--- config.mk ---
export PLATFORM = sky130hd
export DESIGN_NAME = rxo_formatter
export DESIGN_NICKNAME = d
export VERILOG_FILES = /design/src/core/rxo_pkg.sv /design/src/core/rxo_formatter.sv
export SDC_FILE = /design/constraint.sdc
export NUM_CORES = 1
export LEC_CHECK = 0
export ABC_AREA = 1
export BUFFER_PORTS_ARGS = -buffer_cell sky130_fd_sc_hd__clkbuf_2
export CORE_AREA = 2 2 238 334
export CTS_CLUSTER_SIZE = 16
export DETAILED_ROUTE_END_ITERATION = 12
export DIE_AREA = 0 0 240 336
export SLEW_MARGIN = 10
export SYNTH_ARGS = -nofsm -noshare
export SYNTH_HDL_FRONTEND = slang
export SYNTH_SLANG_ARGS = --single-unit
--- constraint.sdc ---
create_clock -name CORE_CLK_I -period 3.6 [get_ports CORE_CLK_I]
set_input_delay 0.54 -clock CORE_CLK_I [delete_from_list [all_inputs] [get_ports CORE_CLK_I]]
set_output_delay 0.54 -clock CORE_CLK_I [all_outputs]
set_load 0.01 [all_outputs]
--- src/core/rxo_pkg.sv ---
// Shared constants of the receiver audio output formatter.
// Assumes one core clock; both clock sources arrive as half-period tick pulses.
package rxo_pkg;

  // ****************************************
  // Register offsets and reset values
  // ****************************************
  localparam logic [7:0] RXO_ADDR_VDLY = 8'h22;
  localparam logic [7:0] RXO_ADDR_PAR  = 8'h23;
  localparam logic [7:0] RXO_ADDR_OSC  = 8'h24;
  localparam logic [7:0] RXO_ADDR_FMT  = 8'h2F;
  localparam logic [7:0] RXO_VDLY_RST  = 8'h00;
  localparam logic [7:0] RXO_PAR_RST   = 8'h00;
  localparam logic [7:0] RXO_OSC_RST   = 8'h00;
  localparam logic [7:0] RXO_FMT_RST   = 8'h04;

  // ****************************************
  // Field positions
  // ****************************************
  localparam int RXO_VDLY_BIT    = 0;
  localparam int RXO_PAR_LSB     = 0;
  localparam int RXO_OSC_AUTO    = 0;
  localparam int RXO_COPY_EN     = 1;
  localparam int RXO_COPY_DIV    = 2;
  localparam int RXO_SRC_REF     = 4;
  localparam int RXO_OSC_RUN_BIT = 7;
  localparam int RXO_FMT_LSB     = 0;

  // ****************************************
  // Encodings and counts
  // ****************************************
  localparam logic [2:0] RXO_FMT_RJ24  = 3'h0;
  localparam logic [2:0] RXO_FMT_RJ16  = 3'h3;
  localparam logic [2:0] RXO_FMT_I2S   = 3'h4;
  localparam logic [2:0] RXO_FMT_LJ24  = 3'h5;
  localparam logic [1:0] RXO_POL_OFF   = 2'h0;
  localparam logic [1:0] RXO_POL_PCM   = 2'h1;
  localparam logic [1:0] RXO_POL_ALL   = 2'h2;
  localparam logic [3:0] RXO_ERR_LIMIT = 4'h8;
  localparam logic [3:0] RXO_BFR_LEN   = 4'h8;
  localparam logic [7:0] RXO_FRAME_MAX = 8'hBF;
  localparam logic [7:0] RXO_NPCM_FRM  = 8'h01;
  localparam int         RXO_SMP_W     = 24;
  localparam int         RXO_FIFO_D    = 4;

  // ****************************************
  // Layout of one queued frame
  // ****************************************
  localparam int RXO_FW    = 55;
  localparam int RXO_W_BLK = 54;
  localparam int RXO_W_VL  = 53;
  localparam int RXO_W_VR  = 52;
  localparam int RXO_W_CL  = 51;
  localparam int RXO_W_UL  = 50;
  localparam int RXO_W_CR  = 49;
  localparam int RXO_W_UR  = 48;
  localparam int RXO_W_L   = 24;
  localparam int RXO_W_R   = 0;

endpackage

--- src/core/rxo_formatter.sv ---
// Receiver audio output formatter: error policy, frame queue, serial output and clocks.
// Assumes decoded subframes arrive from the biphase decoder with a valid/ready handshake
// and that the recovered and reference clocks arrive as one-cycle half-period ticks.
//
// What this block does
// - In reference source mode, all output clocks come from the reference clock.
// - Auto-off bit stops the reference oscillator while it is not needed.
// - Reference oscillator stays on in wide mode or while the rate calculator runs.
// - Buffered divided reference copy output, with enable bit and divider field.
// - Audio words go out most significant bit first, two's complement.
// - Format field selects right-justified 24/16, I2S default, or left-justified.
// - Audio and frame clock leave a few sample periods after input data.
// - Bit clock is 64 fs; data and frame clock change on its fall.
// - Channel status, user and validity bits each have their own output.
// - Frame clock polarity follows the selected output format.
// - Block-start flag stays high for eight frame clock periods.
// - Per-frame outputs follow frame numbers zero through 191 within a block.
// - Validity delay bit picks immediate or frame-aligned validity output.
// - Under policy 01 or 10, a PCM sample with an error is replaced by its channel's last good sample until muted.
// - Non-PCM data, channel status bit one set, passes through unchanged except under policy 10.
// - Policy 01 repeats last good PCM sample, mutes after eight errors.
// - Policy 10 repeats then mutes for both PCM and non-PCM data.
// - Policy 00 ignores parity errors and passes data unchanged.
`timescale 1ns/10ps

// ****************************************
// Frame queue
// ****************************************
module rxo_fifo #(
  parameter int W = 8,
  parameter int D = 4
) (
  input  wire logic         CORE_CLK_I,
  input  wire logic         RESET_I,
  input  wire logic         IN_VALID_I,
  output logic              IN_READY_O,
  input  wire logic [W-1:0] IN_DATA_I,
  output logic              OUT_VALID_O,
  input  wire logic         OUT_READY_I,
  output logic [W-1:0]      OUT_DATA_O
);
  localparam int AW = $clog2(D);
  typedef struct packed {
    logic [D-1:0][W-1:0] mem;
    logic [AW-1:0]       wp;
    logic [AW-1:0]       rp;
    logic [AW:0]         cnt;
  } rxo_fifo_st_t;
  rxo_fifo_st_t q, d;
  logic push, pop;

  assign IN_READY_O  = q.cnt != (AW+1)'(D);
  assign OUT_VALID_O = q.cnt != '0;
  assign OUT_DATA_O  = q.mem[q.rp];
  assign push        = IN_VALID_I && IN_READY_O;
  assign pop         = OUT_VALID_O && OUT_READY_I;

  always_comb begin
    d = q;
    if (push) begin
      d.mem[q.wp] = IN_DATA_I;
      d.wp        = (q.wp == AW'(D-1)) ? '0 : q.wp + AW'(1);
    end
    if (pop) begin
      d.rp = (q.rp == AW'(D-1)) ? '0 : q.rp + AW'(1);
    end
    d.cnt = q.cnt + (AW+1)'(push) - (AW+1)'(pop);
  end

  always_ff @(posedge CORE_CLK_I) begin
    if (RESET_I) begin
      q <= '0;
    end else begin
      q <= d;
    end
  end
endmodule // rxo_fifo

// ****************************************
// Output formatter
// ****************************************
module rxo_formatter (
  input  wire logic                        CORE_CLK_I,
  input  wire logic                        RESET_I,
  input  wire logic                        REG_WR_I,
  input  wire logic                        REG_RD_I,
  input  wire logic [7:0]                  REG_ADDR_I,
  input  wire logic [7:0]                  REG_WDATA_I,
  output logic      [7:0]                  REG_RDATA_O,
  input  wire logic                        SUB_VALID_I,
  output logic                             SUB_READY_O,
  input  wire logic                        SUB_CHAN_I,
  input  wire logic [rxo_pkg::RXO_SMP_W-1:0] SAMPLE_I,
  input  wire logic                        PARITY_ERR_I,
  input  wire logic                        C_BIT_I,
  input  wire logic                        U_BIT_I,
  input  wire logic                        V_BIT_I,
  input  wire logic                        BLOCK_START_I,
  input  wire logic                        PLL_TICK_I,
  input  wire logic                        REF_TICK_I,
  input  wire logic                        WIDE_MODE_I,
  input  wire logic                        FS_CALC_ACTIVE_I,
  output logic                             SYS_CLOCK_OUT_O,
  output logic                             BIT_CLOCK_OUT_O,
  output logic                             FRAME_CLOCK_OUT_O,
  output logic                             SERIAL_DATA_O,
  output logic                             CHANNEL_STATUS_OUT_O,
  output logic                             USER_BITS_OUT_O,
  output logic                             VALIDITY_OUT_O,
  output logic                             BLOCK_START_FLAG_O,
  output logic                             REF_CLOCK_COPY_OUT_O,
  output logic                             REF_OSC_RUN_O
);
  import rxo_pkg::*;

  typedef struct packed {
    logic [7:0]            vdly;
    logic [7:0]            par;
    logic [7:0]            osc;
    logic [7:0]            fmt;
    logic [7:0]            rdata;
    logic [7:0]            cnt;
    logic [2:0]            div_cnt;
    logic                  copy;
    logic [RXO_SMP_W-1:0]  sl;
    logic                  cl;
    logic                  ul;
    logic                  vl;
    logic                  blk;
    logic [7:0]            frame_no;
    logic                  npcm;
    logic [RXO_SMP_W-1:0]  good_l;
    logic [RXO_SMP_W-1:0]  good_r;
    logic [3:0]            err_cnt;
    logic                  mute;
    logic [RXO_FW-1:0]     ofr;
    logic [3:0]            bfr_cnt;
    logic                  sck;
    logic                  bck;
    logic                  lrck;
    logic                  sdata;
    logic                  channel_status_out;
    logic                  user_bits_out;
    logic                  validity_out;
  } rxo_st_t;
  rxo_st_t q, d;

  // Bit of the current half-frame word for slot s; unknown codes fall back to I2S
  function automatic logic fmt_bit(input logic [2:0] f, input logic [23:0] w,
                                   input logic [4:0] s);
    logic [4:0] first;
    logic [4:0] last;
    logic [4:0] idx;
    first = 5'h01;
    last  = 5'h18;
    case (f)
      RXO_FMT_RJ24: begin
        first = 5'h08;
        last  = 5'h1F;
      end
      RXO_FMT_RJ16: begin
        first = 5'h10;
        last  = 5'h1F;
      end
      RXO_FMT_LJ24: begin
        first = 5'h00;
        last  = 5'h17;
      end
      default: begin
        first = 5'h01;
        last  = 5'h18;
      end
    endcase
    idx = s - first;
    if (s >= first && s <= last) begin
      fmt_bit = w[5'h17 - idx];
    end else begin
      fmt_bit = 1'b0;
    end
  endfunction

  logic                 tick, acc, src_ref, pol_active, rep_mute, osc_run;
  logic                 push_v, pop_v, pop_r;
  logic [RXO_FW-1:0]    push_w, pop_w, wsel;
  logic [RXO_SMP_W-1:0] ch_good, proc;
  logic [7:0]           n;
  logic [2:0]           div_end;

  // ****************************************
  // Clock source, error policy and queue
  // ****************************************
  assign src_ref    = q.osc[RXO_SRC_REF];
  assign tick       = src_ref ? REF_TICK_I : PLL_TICK_I;
  assign osc_run    = !(q.osc[RXO_OSC_AUTO] && !src_ref && !WIDE_MODE_I
                        && !FS_CALC_ACTIVE_I);
  assign acc        = SUB_VALID_I && SUB_READY_O;
  assign pol_active = (q.par[1:0] == RXO_POL_PCM && !q.npcm)
                      || q.par[1:0] == RXO_POL_ALL;
  assign rep_mute   = q.mute || q.err_cnt >= RXO_ERR_LIMIT;
  assign ch_good    = SUB_CHAN_I ? q.good_r : q.good_l;
  assign proc       = (!PARITY_ERR_I || !pol_active) ? SAMPLE_I
                      : (rep_mute ? '0 : ch_good);
  assign push_v     = SUB_VALID_I && SUB_CHAN_I;
  assign push_w     = {q.blk, q.vl, V_BIT_I, q.cl, q.ul, C_BIT_I, U_BIT_I, q.sl, proc};
  assign n          = q.cnt + 8'h01;
  assign pop_r      = tick && n == 8'h00;
  assign wsel       = (pop_v && n == 8'h00) ? pop_w : q.ofr;
  assign div_end    = 3'((4'h1 << q.osc[RXO_COPY_DIV +: 2]) - 4'h1);

  // Queue depth sets the typical latency from decoded subframe to output
  rxo_fifo #(
    .W (RXO_FW),
    .D (RXO_FIFO_D)
  ) u_fifo (
    .CORE_CLK_I  (CORE_CLK_I),
    .RESET_I     (RESET_I),
    .IN_VALID_I  (push_v),
    .IN_READY_O  (SUB_READY_O),
    .IN_DATA_I   (push_w),
    .OUT_VALID_O (pop_v),
    .OUT_READY_I (pop_r),
    .OUT_DATA_O  (pop_w)
  );

  always_comb begin
    d = q;
    // ****************************************
    // Registers
    // ****************************************
    if (REG_WR_I) begin
      case (REG_ADDR_I)
        RXO_ADDR_VDLY: d.vdly = REG_WDATA_I;
        RXO_ADDR_PAR:  d.par  = REG_WDATA_I;
        RXO_ADDR_OSC:  d.osc  = REG_WDATA_I;
        RXO_ADDR_FMT:  d.fmt  = REG_WDATA_I;
        default:       d.par  = q.par;
      endcase
    end
    if (REG_RD_I) begin
      case (REG_ADDR_I)
        RXO_ADDR_VDLY: d.rdata = q.vdly;
        RXO_ADDR_PAR:  d.rdata = q.par;
        RXO_ADDR_OSC:  d.rdata = {osc_run, q.osc[6:0]};
        RXO_ADDR_FMT:  d.rdata = q.fmt;
        default:       d.rdata = 8'h00;
      endcase
    end
    // ****************************************
    // Incoming subframes
    // ****************************************
    if (acc) begin
      if (!SUB_CHAN_I) begin
        d.sl  = proc;
        d.cl  = C_BIT_I;
        d.ul  = U_BIT_I;
        d.vl  = V_BIT_I;
        d.blk = BLOCK_START_I;
        if (BLOCK_START_I || q.frame_no == RXO_FRAME_MAX) begin
          d.frame_no = 8'h00;
        end else begin
          d.frame_no = q.frame_no + 8'h01;
        end
        if (d.frame_no == RXO_NPCM_FRM) begin
          d.npcm = C_BIT_I;
        end
      end
      if (!PARITY_ERR_I) begin
        if (SUB_CHAN_I) begin
          d.good_r = SAMPLE_I;
        end else begin
          d.good_l = SAMPLE_I;
        end
        d.err_cnt = 4'h0;
        d.mute    = 1'b0;
      end else if (pol_active) begin
        if (q.err_cnt < RXO_ERR_LIMIT) begin
          d.err_cnt = q.err_cnt + 4'h1;
        end
        if (rep_mute) begin
          d.mute = 1'b1;
        end
      end
      if (!q.vdly[RXO_VDLY_BIT]) begin
        d.validity_out = V_BIT_I;
      end
    end
    // ****************************************
    // Output clocks and serial stream
    // ****************************************
    if (tick) begin
      d.cnt = n;
      d.sck = n[0];
      d.bck = n[1];
      if (n[1:0] == 2'h0) begin
        d.ofr   = wsel;
        d.lrck  = (q.fmt[2:0] == RXO_FMT_I2S) ? n[7] : !n[7];
        d.sdata = fmt_bit(q.fmt[2:0], n[7] ? wsel[RXO_W_R +: RXO_SMP_W]
                          : wsel[RXO_W_L +: RXO_SMP_W], n[6:2]);
        if (n[6:2] == 5'h00) begin
          d.channel_status_out = n[7] ? wsel[RXO_W_CR] : wsel[RXO_W_CL];
          d.user_bits_out = n[7] ? wsel[RXO_W_UR] : wsel[RXO_W_UL];
          if (q.vdly[RXO_VDLY_BIT]) begin
            d.validity_out = n[7] ? wsel[RXO_W_VR] : wsel[RXO_W_VL];
          end
        end
      end
      if (n == 8'h00) begin
        if (pop_v && pop_w[RXO_W_BLK]) begin
          d.bfr_cnt = RXO_BFR_LEN;
        end else if (q.bfr_cnt != 4'h0) begin
          d.bfr_cnt = q.bfr_cnt - 4'h1;
        end
      end
    end
    // ****************************************
    // Divided reference copy
    // ****************************************
    if (!q.osc[RXO_COPY_EN] || !osc_run) begin
      d.copy    = 1'b0;
      d.div_cnt = 3'h0;
    end else if (REF_TICK_I) begin
      if (q.div_cnt >= div_end) begin
        d.div_cnt = 3'h0;
        d.copy    = !q.copy;
      end else begin
        d.div_cnt = q.div_cnt + 3'h1;
      end
    end
  end

  always_ff @(posedge CORE_CLK_I) begin
    if (RESET_I) begin
      q      <= '0;
      q.vdly <= RXO_VDLY_RST;
      q.par  <= RXO_PAR_RST;
      q.osc  <= RXO_OSC_RST;
      q.fmt  <= RXO_FMT_RST;
    end else begin
      q <= d;
    end
  end

  assign REG_RDATA_O          = q.rdata;
  assign SYS_CLOCK_OUT_O      = q.sck;
  assign BIT_CLOCK_OUT_O      = q.bck;
  assign FRAME_CLOCK_OUT_O    = q.lrck;
  assign SERIAL_DATA_O        = q.sdata;
  assign CHANNEL_STATUS_OUT_O = q.channel_status_out;
  assign USER_BITS_OUT_O      = q.user_bits_out;
  assign VALIDITY_OUT_O       = q.validity_out;
  assign BLOCK_START_FLAG_O   = q.bfr_cnt != 4'h0;
  assign REF_CLOCK_COPY_OUT_O = q.copy;
  assign REF_OSC_RUN_O        = osc_run;
endmodule // rxo_formatter

Word-level counts from Yosys, hierarchy flattened
Cells that the tools add are included.

operators by class
  shift-type cells = 1
  eq/ne operators = 17
  bitwise operators = 2
  order comparisons = 9
  add/subtract/negate cells = 12
  reductions and logical operators = 52
  mux-type cells = 43

operators by type and width
  operator             number
  $bwmux 220           1
  $mux 55              3
  $bmux 55 s2          1
  $demux 55 s2         1
  $mux 24              4
  $eq 8x6->1 const B   4
  $pmux 8 s4           1
  $mux 5               6
  $mux 8               3
  $reduce_and 3->1     8
  $add 8x1->8 const B  2
  $pmux 5 s3           1
  $mux 1               14
  $reduce_and 2->1     7
  $logic_and 1x1->1    13
  $mux 4               3
  $logic_not 1->1      10
  $eq 8x1->1 const B   1
  $eq 8x8->1 const B   1
  $logic_not 8->1      1
  $pmux 4 s2           1
  $eq 2x2->1 const B   3
  $eq 3x3->1 const B   2
  $lt 2x3->1 const B   2
  other kinds (33)     43

storage, ports and cells
  bits of input ports = 55
  bits in registers = 434
  output and inout port bits = 19
  word-level logic and storage cells = 172

Logic depth before layout (Yosys ltp)
  depth in word-level cells = 9
  depth in mapped cells = 20
  depth with buffers taken out = 19

Modules after synthesis
A second synthesis with hierarchy kept.

unflattened totals
  cell total of the unflattened synthesis = 3648
  area total of the unflattened synthesis = 23283.6 µm²

by module, submodules not included
  module         seq. area each (µm²)  times used  cells an instance  area an instance (µm²)
  rxo_fifo       4544.4                1           2080               12662.1
  rxo_formatter  4083.9                1           1568               10621.4

Worst setup path after synthesis
No wires, ideal clock.

  path kind = flip-flop to flip-flop
  start point = register q[160] in the netlist's numbering
  end point = register u_fifo.q[2] in the netlist's numbering
  required time = 3.530 ns
  setup slack = 0.709 ns
  period minus slack after synthesis = 2.891 ns
  setup time = 0.070 ns
  data arrival time = 2.821 ns
  buffers on the path = 1
  cell stages (with the launch flop) = 19
  cell sequence = dfxtp_1 -> ha_1 -> nand3_1 -> nand2_1 -> nand2_2 -> inv_2 -> nand2_2 -> nor2_8 -> nand3_4 -> buf_2 -> nor2_1 -> ha_1 -> inv_1 -> ha_1 -> inv_1 -> fa_1 -> inv_1 -> o21ai_0 -> a21oi_1

between the ends
  word-level cells in the longest chain between the ends = 5

ends and longest elaborated chain
  what                  RTL line              text
  start, declared       rxo_formatter.sv:146  rxo_st_t q, d;
  $add 8x1->8           rxo_formatter.sv:205  assign n = q.cnt + 8'h01;
  net n[4]              rxo_formatter.sv:186  logic [7:0] n;
  $logic_not 8->1       rxo_formatter.sv:206  assign pop_r = tick && n == 8'h00;
  $logic_and 1x1->1     rxo_formatter.sv:206
  $logic_and 1x1->1     rxo_formatter.sv:56   assign pop = OUT_VALID_O && OUT_READY_I;
  net u_fifo.pop        rxo_formatter.sv:50   logic push, pop;
  $sub 3x1->3           rxo_formatter.sv:67   d.cnt = q.cnt + (AW+1)'(push) - (AW+1)'(pop);
  end signal, assigned  rxo_formatter.sv:72   q <= '0;
  end signal, assigned  rxo_formatter.sv:74   q <= d;
  end, declared         rxo_formatter.sv:49   rxo_fifo_st_t q, d;

The timed path passes the listed nets, and every way through them passes these cells.
A chain may end at the register's enable or synchronous reset.

Worst setup path in the final report
  start point = register q[160] in the netlist's numbering
  end point = register q, in the netlist SERIAL_DATA_O

between the ends
  word-level cells in the longest chain between the ends = 8
  elaborated cells between the ends (all ways) = 15
  those cells by class = 3 x add/sub; 2 x order compare; 5 x mux; 5 x reduce/logical

ends and longest elaborated chain
  what                                                 RTL line
  $add 8x1->8 (*)                                      rxo_formatter.sv:205
  branches (longest 7 deep; another with $sub 5x5->5)  -

Mark *: on every way between the ends. The select of a mux whose other input is x is not followed.

==> reports/qor.txt <==
Chip width: 240 um
CP cell instances: ha_1, xnor2_1, nand3_2, nor2_8, nand3_4, buf_4, inv_4, nand2_1, nand3_1, nand3_1, nand3_1, nand3_1, nand3_1, nand2_1, nand3_1, a21oi_1
Setup TNS: 0 ns
DRC viols: 0
Fill cell count: 8,557
Most frequent cells in the layout: o21ai_0, dfxtp_1, a21oi_1
Number of synthesized register bits: 431
Clock root cell: clkbuf_16
Antenna viol nets, final: 0
Sequential fraction of the synthesis area: 44.70%
P_leak: 8.589 nW
Core area: 77,510 sq um
Mapped Nets: 2,762
CP arrival: 3.51 ns
Synth cell types: 42
Max IR drop VDD: 0.0003106 V
Worst-path clk slew: 0.06 ns
Post-detail-place hpwl: 36,260 um
CTS sink cnt: 431
H-tree depth: 2
CP top delay family: simple AND/OR/NAND/NOR gates
Post-DP Area: 20,680 sq um
Syn Inst Count: 2,678
Clock insertion delay at the later pin of the skew report: 0.56 ns
Critical path data required time: 3.99 ns
Pre-CTS setup slack: 0.5136 ns
Die area: 80,640 sq um
Via count: 17.59k
Port-buffer cells: 73
Worst Hold Slack: 0.2635 ns
Crit Path Class: reg2reg
I/O pins: 74
Initial Util: 24.90%
Multi-input logic area: 8562 sq um
CTS tree: yes
Area Overhead vs Synth: 14.93%
Routed len/inst: 15.07 um
Critical Path Max Stage Delay: 0.39 ns
Hold crit path type: in2reg
Fin Clk Skew: 0.02538 ns
Commonest non-fill, non-tap cell in the layout: o21ai_0
Pre-Repair DR Iteration Count: 5
Worst Path Buf+Inv: 2
Syn_area_per_cell: 7.208 sq um
Fin area: 22,190 sq um
Pins Over Slew Limit: 0
Clock Tree Buf Depth: 3
Fraction of layout cells with a size suffix above 1: 8.361%
Final hold violation count: 0
Crit path time final: 3.120 ns
Die Y: 336 um
Placed insts: 3,647
Final Cycle Share: 86.66%
Hold path cells: 3
Detailed Route Iter0 Violations: 1,223
Layout Nets: 2,731
Final cell count without fillers: 3,726
Post-cts resize count: 0
Max cap viols: 0
Final Setup Violations: 0
CTS Buf Count: 43
Unrepaired setup endpoints after global routing: no
Antenna violations before repair: 0
Relative slew slack: 15.40%
Status: complete, no violations
CTS Hold Bufs: 0
Vias per Instance: 4.720
Critical path startpoint category: flop
Gr ovfl total: 0
Worst-Margin Slew: 1.256 ns
Row count: 121
Critical-path maximum fanout: 51
Routability Congestion: 0.7989
Largest net degree at the start of global routing: 156
First-pass GRT wire length: 90,060 um
Fmax: 320.5 MHz
Setup slack after layout: 0.4802 ns
Yosys warnings: 0
Register area: 8633 sq um
PD cells: 490.1 nW/um^2
R2r worst-path depth: 16
Vias in the first global route: 16.57k
Mapped Area: 19,300 sq um
Number of cells on the critical path: 16
Slowest CP cell: inv_4
Crit-path most repeated cell: nand3_1
Post-CTS Setup Inserts: 0
Global-route usage over all layers: 13.69%
CP endpoint kind: flop
WL final: 56,150 um
## final timing paths
path,from,end,slack (ns)
hold reg to reg,q[197],q[197],0.45
hold / removal,SAMPLE_I[15],q[86],0.26
setup / recovery,q[160],SERIAL_DATA_O,0.48
setup reg to reg,q[160],SERIAL_DATA_O,0.48
## logic make-up after synthesis
kind of cell | after synthesis | share of synthesized area, %
AOI/OAI and AO/OA | 1003 | 27.38
and+or+nand+nor | 653 | 14.43
buffers and inverters | 553 | 11.12
DFF | 431 | 44.70
adders and majority gates | 29 | 1.919
xor gates and xnor gates | 9 | 0.4473
## sequential cells by signal, summed over array words and instances (netlist names)
register              cells
CHANNEL_STATUS_OUT_O      1
REF_CLOCK_COPY_OUT_O      1
FRAME_CLOCK_OUT_O         1
VALIDITY_OUT_O            1
push_w                   28
REG_RDATA_O               8
SERIAL_DATA_O             1
USER_BITS_OUT_O           1
q                       162
u_fifo.q                227
## final cells by class
type	instances	share of cell area [%]
multi-input cells	1694	38.59
well taps	1045	5.893
flip-flops and latches	431	38.91
diodes	2	0.02256
clock inverters	15	1.128
clock buffers	62	5.628
repair buffers	126	3.846
inverters	351	5.978
## cell usage after synthesis, drive strengths merged
master / instances / area (sq um)
nor2: 158 / 621.8
o311ai: 2 / 17.52
and3: 1 / 6.260
a22o: 1 / 8.760
inv: 351 / 1320
a41oi: 1 / 8.760
ha: 28 / 350.3
a21boi: 1 / 7.510
and2: 1 / 6.260
o211ai: 27 / 202.7
buf: 31 / 185.2
or2: 3 / 18.77
xor2: 4 / 42.55
a21oi: 368 / 1842
o221ai: 2 / 17.52
nand3: 139 / 713.2
nand4: 22 / 137.6
clkbuf: 171 / 641.9
dfxtp: 431 / 8628
nor4: 7 / 43.79
o22ai: 89 / 556.8
o21ai: 488 / 2442
nand2: 302 / 1139
a221oi: 1 / 8.760
fa: 1 / 20.02
xnor2: 5 / 43.79
o21bai: 1 / 7.510
a211oi: 22 / 165.2
nor3: 20 / 100.1
## worst reg2reg max path: stages (launching register included)
cell     delay, ns
dfxtp_1       0.38
ha_1          0.27
xnor2_1       0.38
nand3_2       0.20
nor2_8        0.14
nand3_4       0.10
buf_4         0.24
inv_4         0.40
nand2_1       0.16
nand3_1       0.11
nand3_1       0.08
nand3_1       0.07
nand3_1       0.12
nand3_1       0.11
nand2_1       0.05
nand3_1       0.08
a21oi_1       0.05
## where the power goes
group,total [mW],internal (mW),switching (mW)
Combinational,1.03,0.307,0.724
Clock,4.80,2.85,1.95
Sequential,5.05,4.95,0.0956
## metal layers
metal	wire [um]	track usage (%)
met3	1792	1.593
met2	27390	24.31
met5	0	0
met1	25040	16.80
met4	1933	5.233
## per-stage QoR
step	total power [mW]	util, %
2_1_floorplan	5.791	-
5_1_grt	11.28	28.62
6_report	10.87	28.62
4_1_cts	10.97	28.62
3_3_place_gp	6.175	26.68
3_5_place_dp	6.180	26.68
Power figures use the tool's default switching activity.
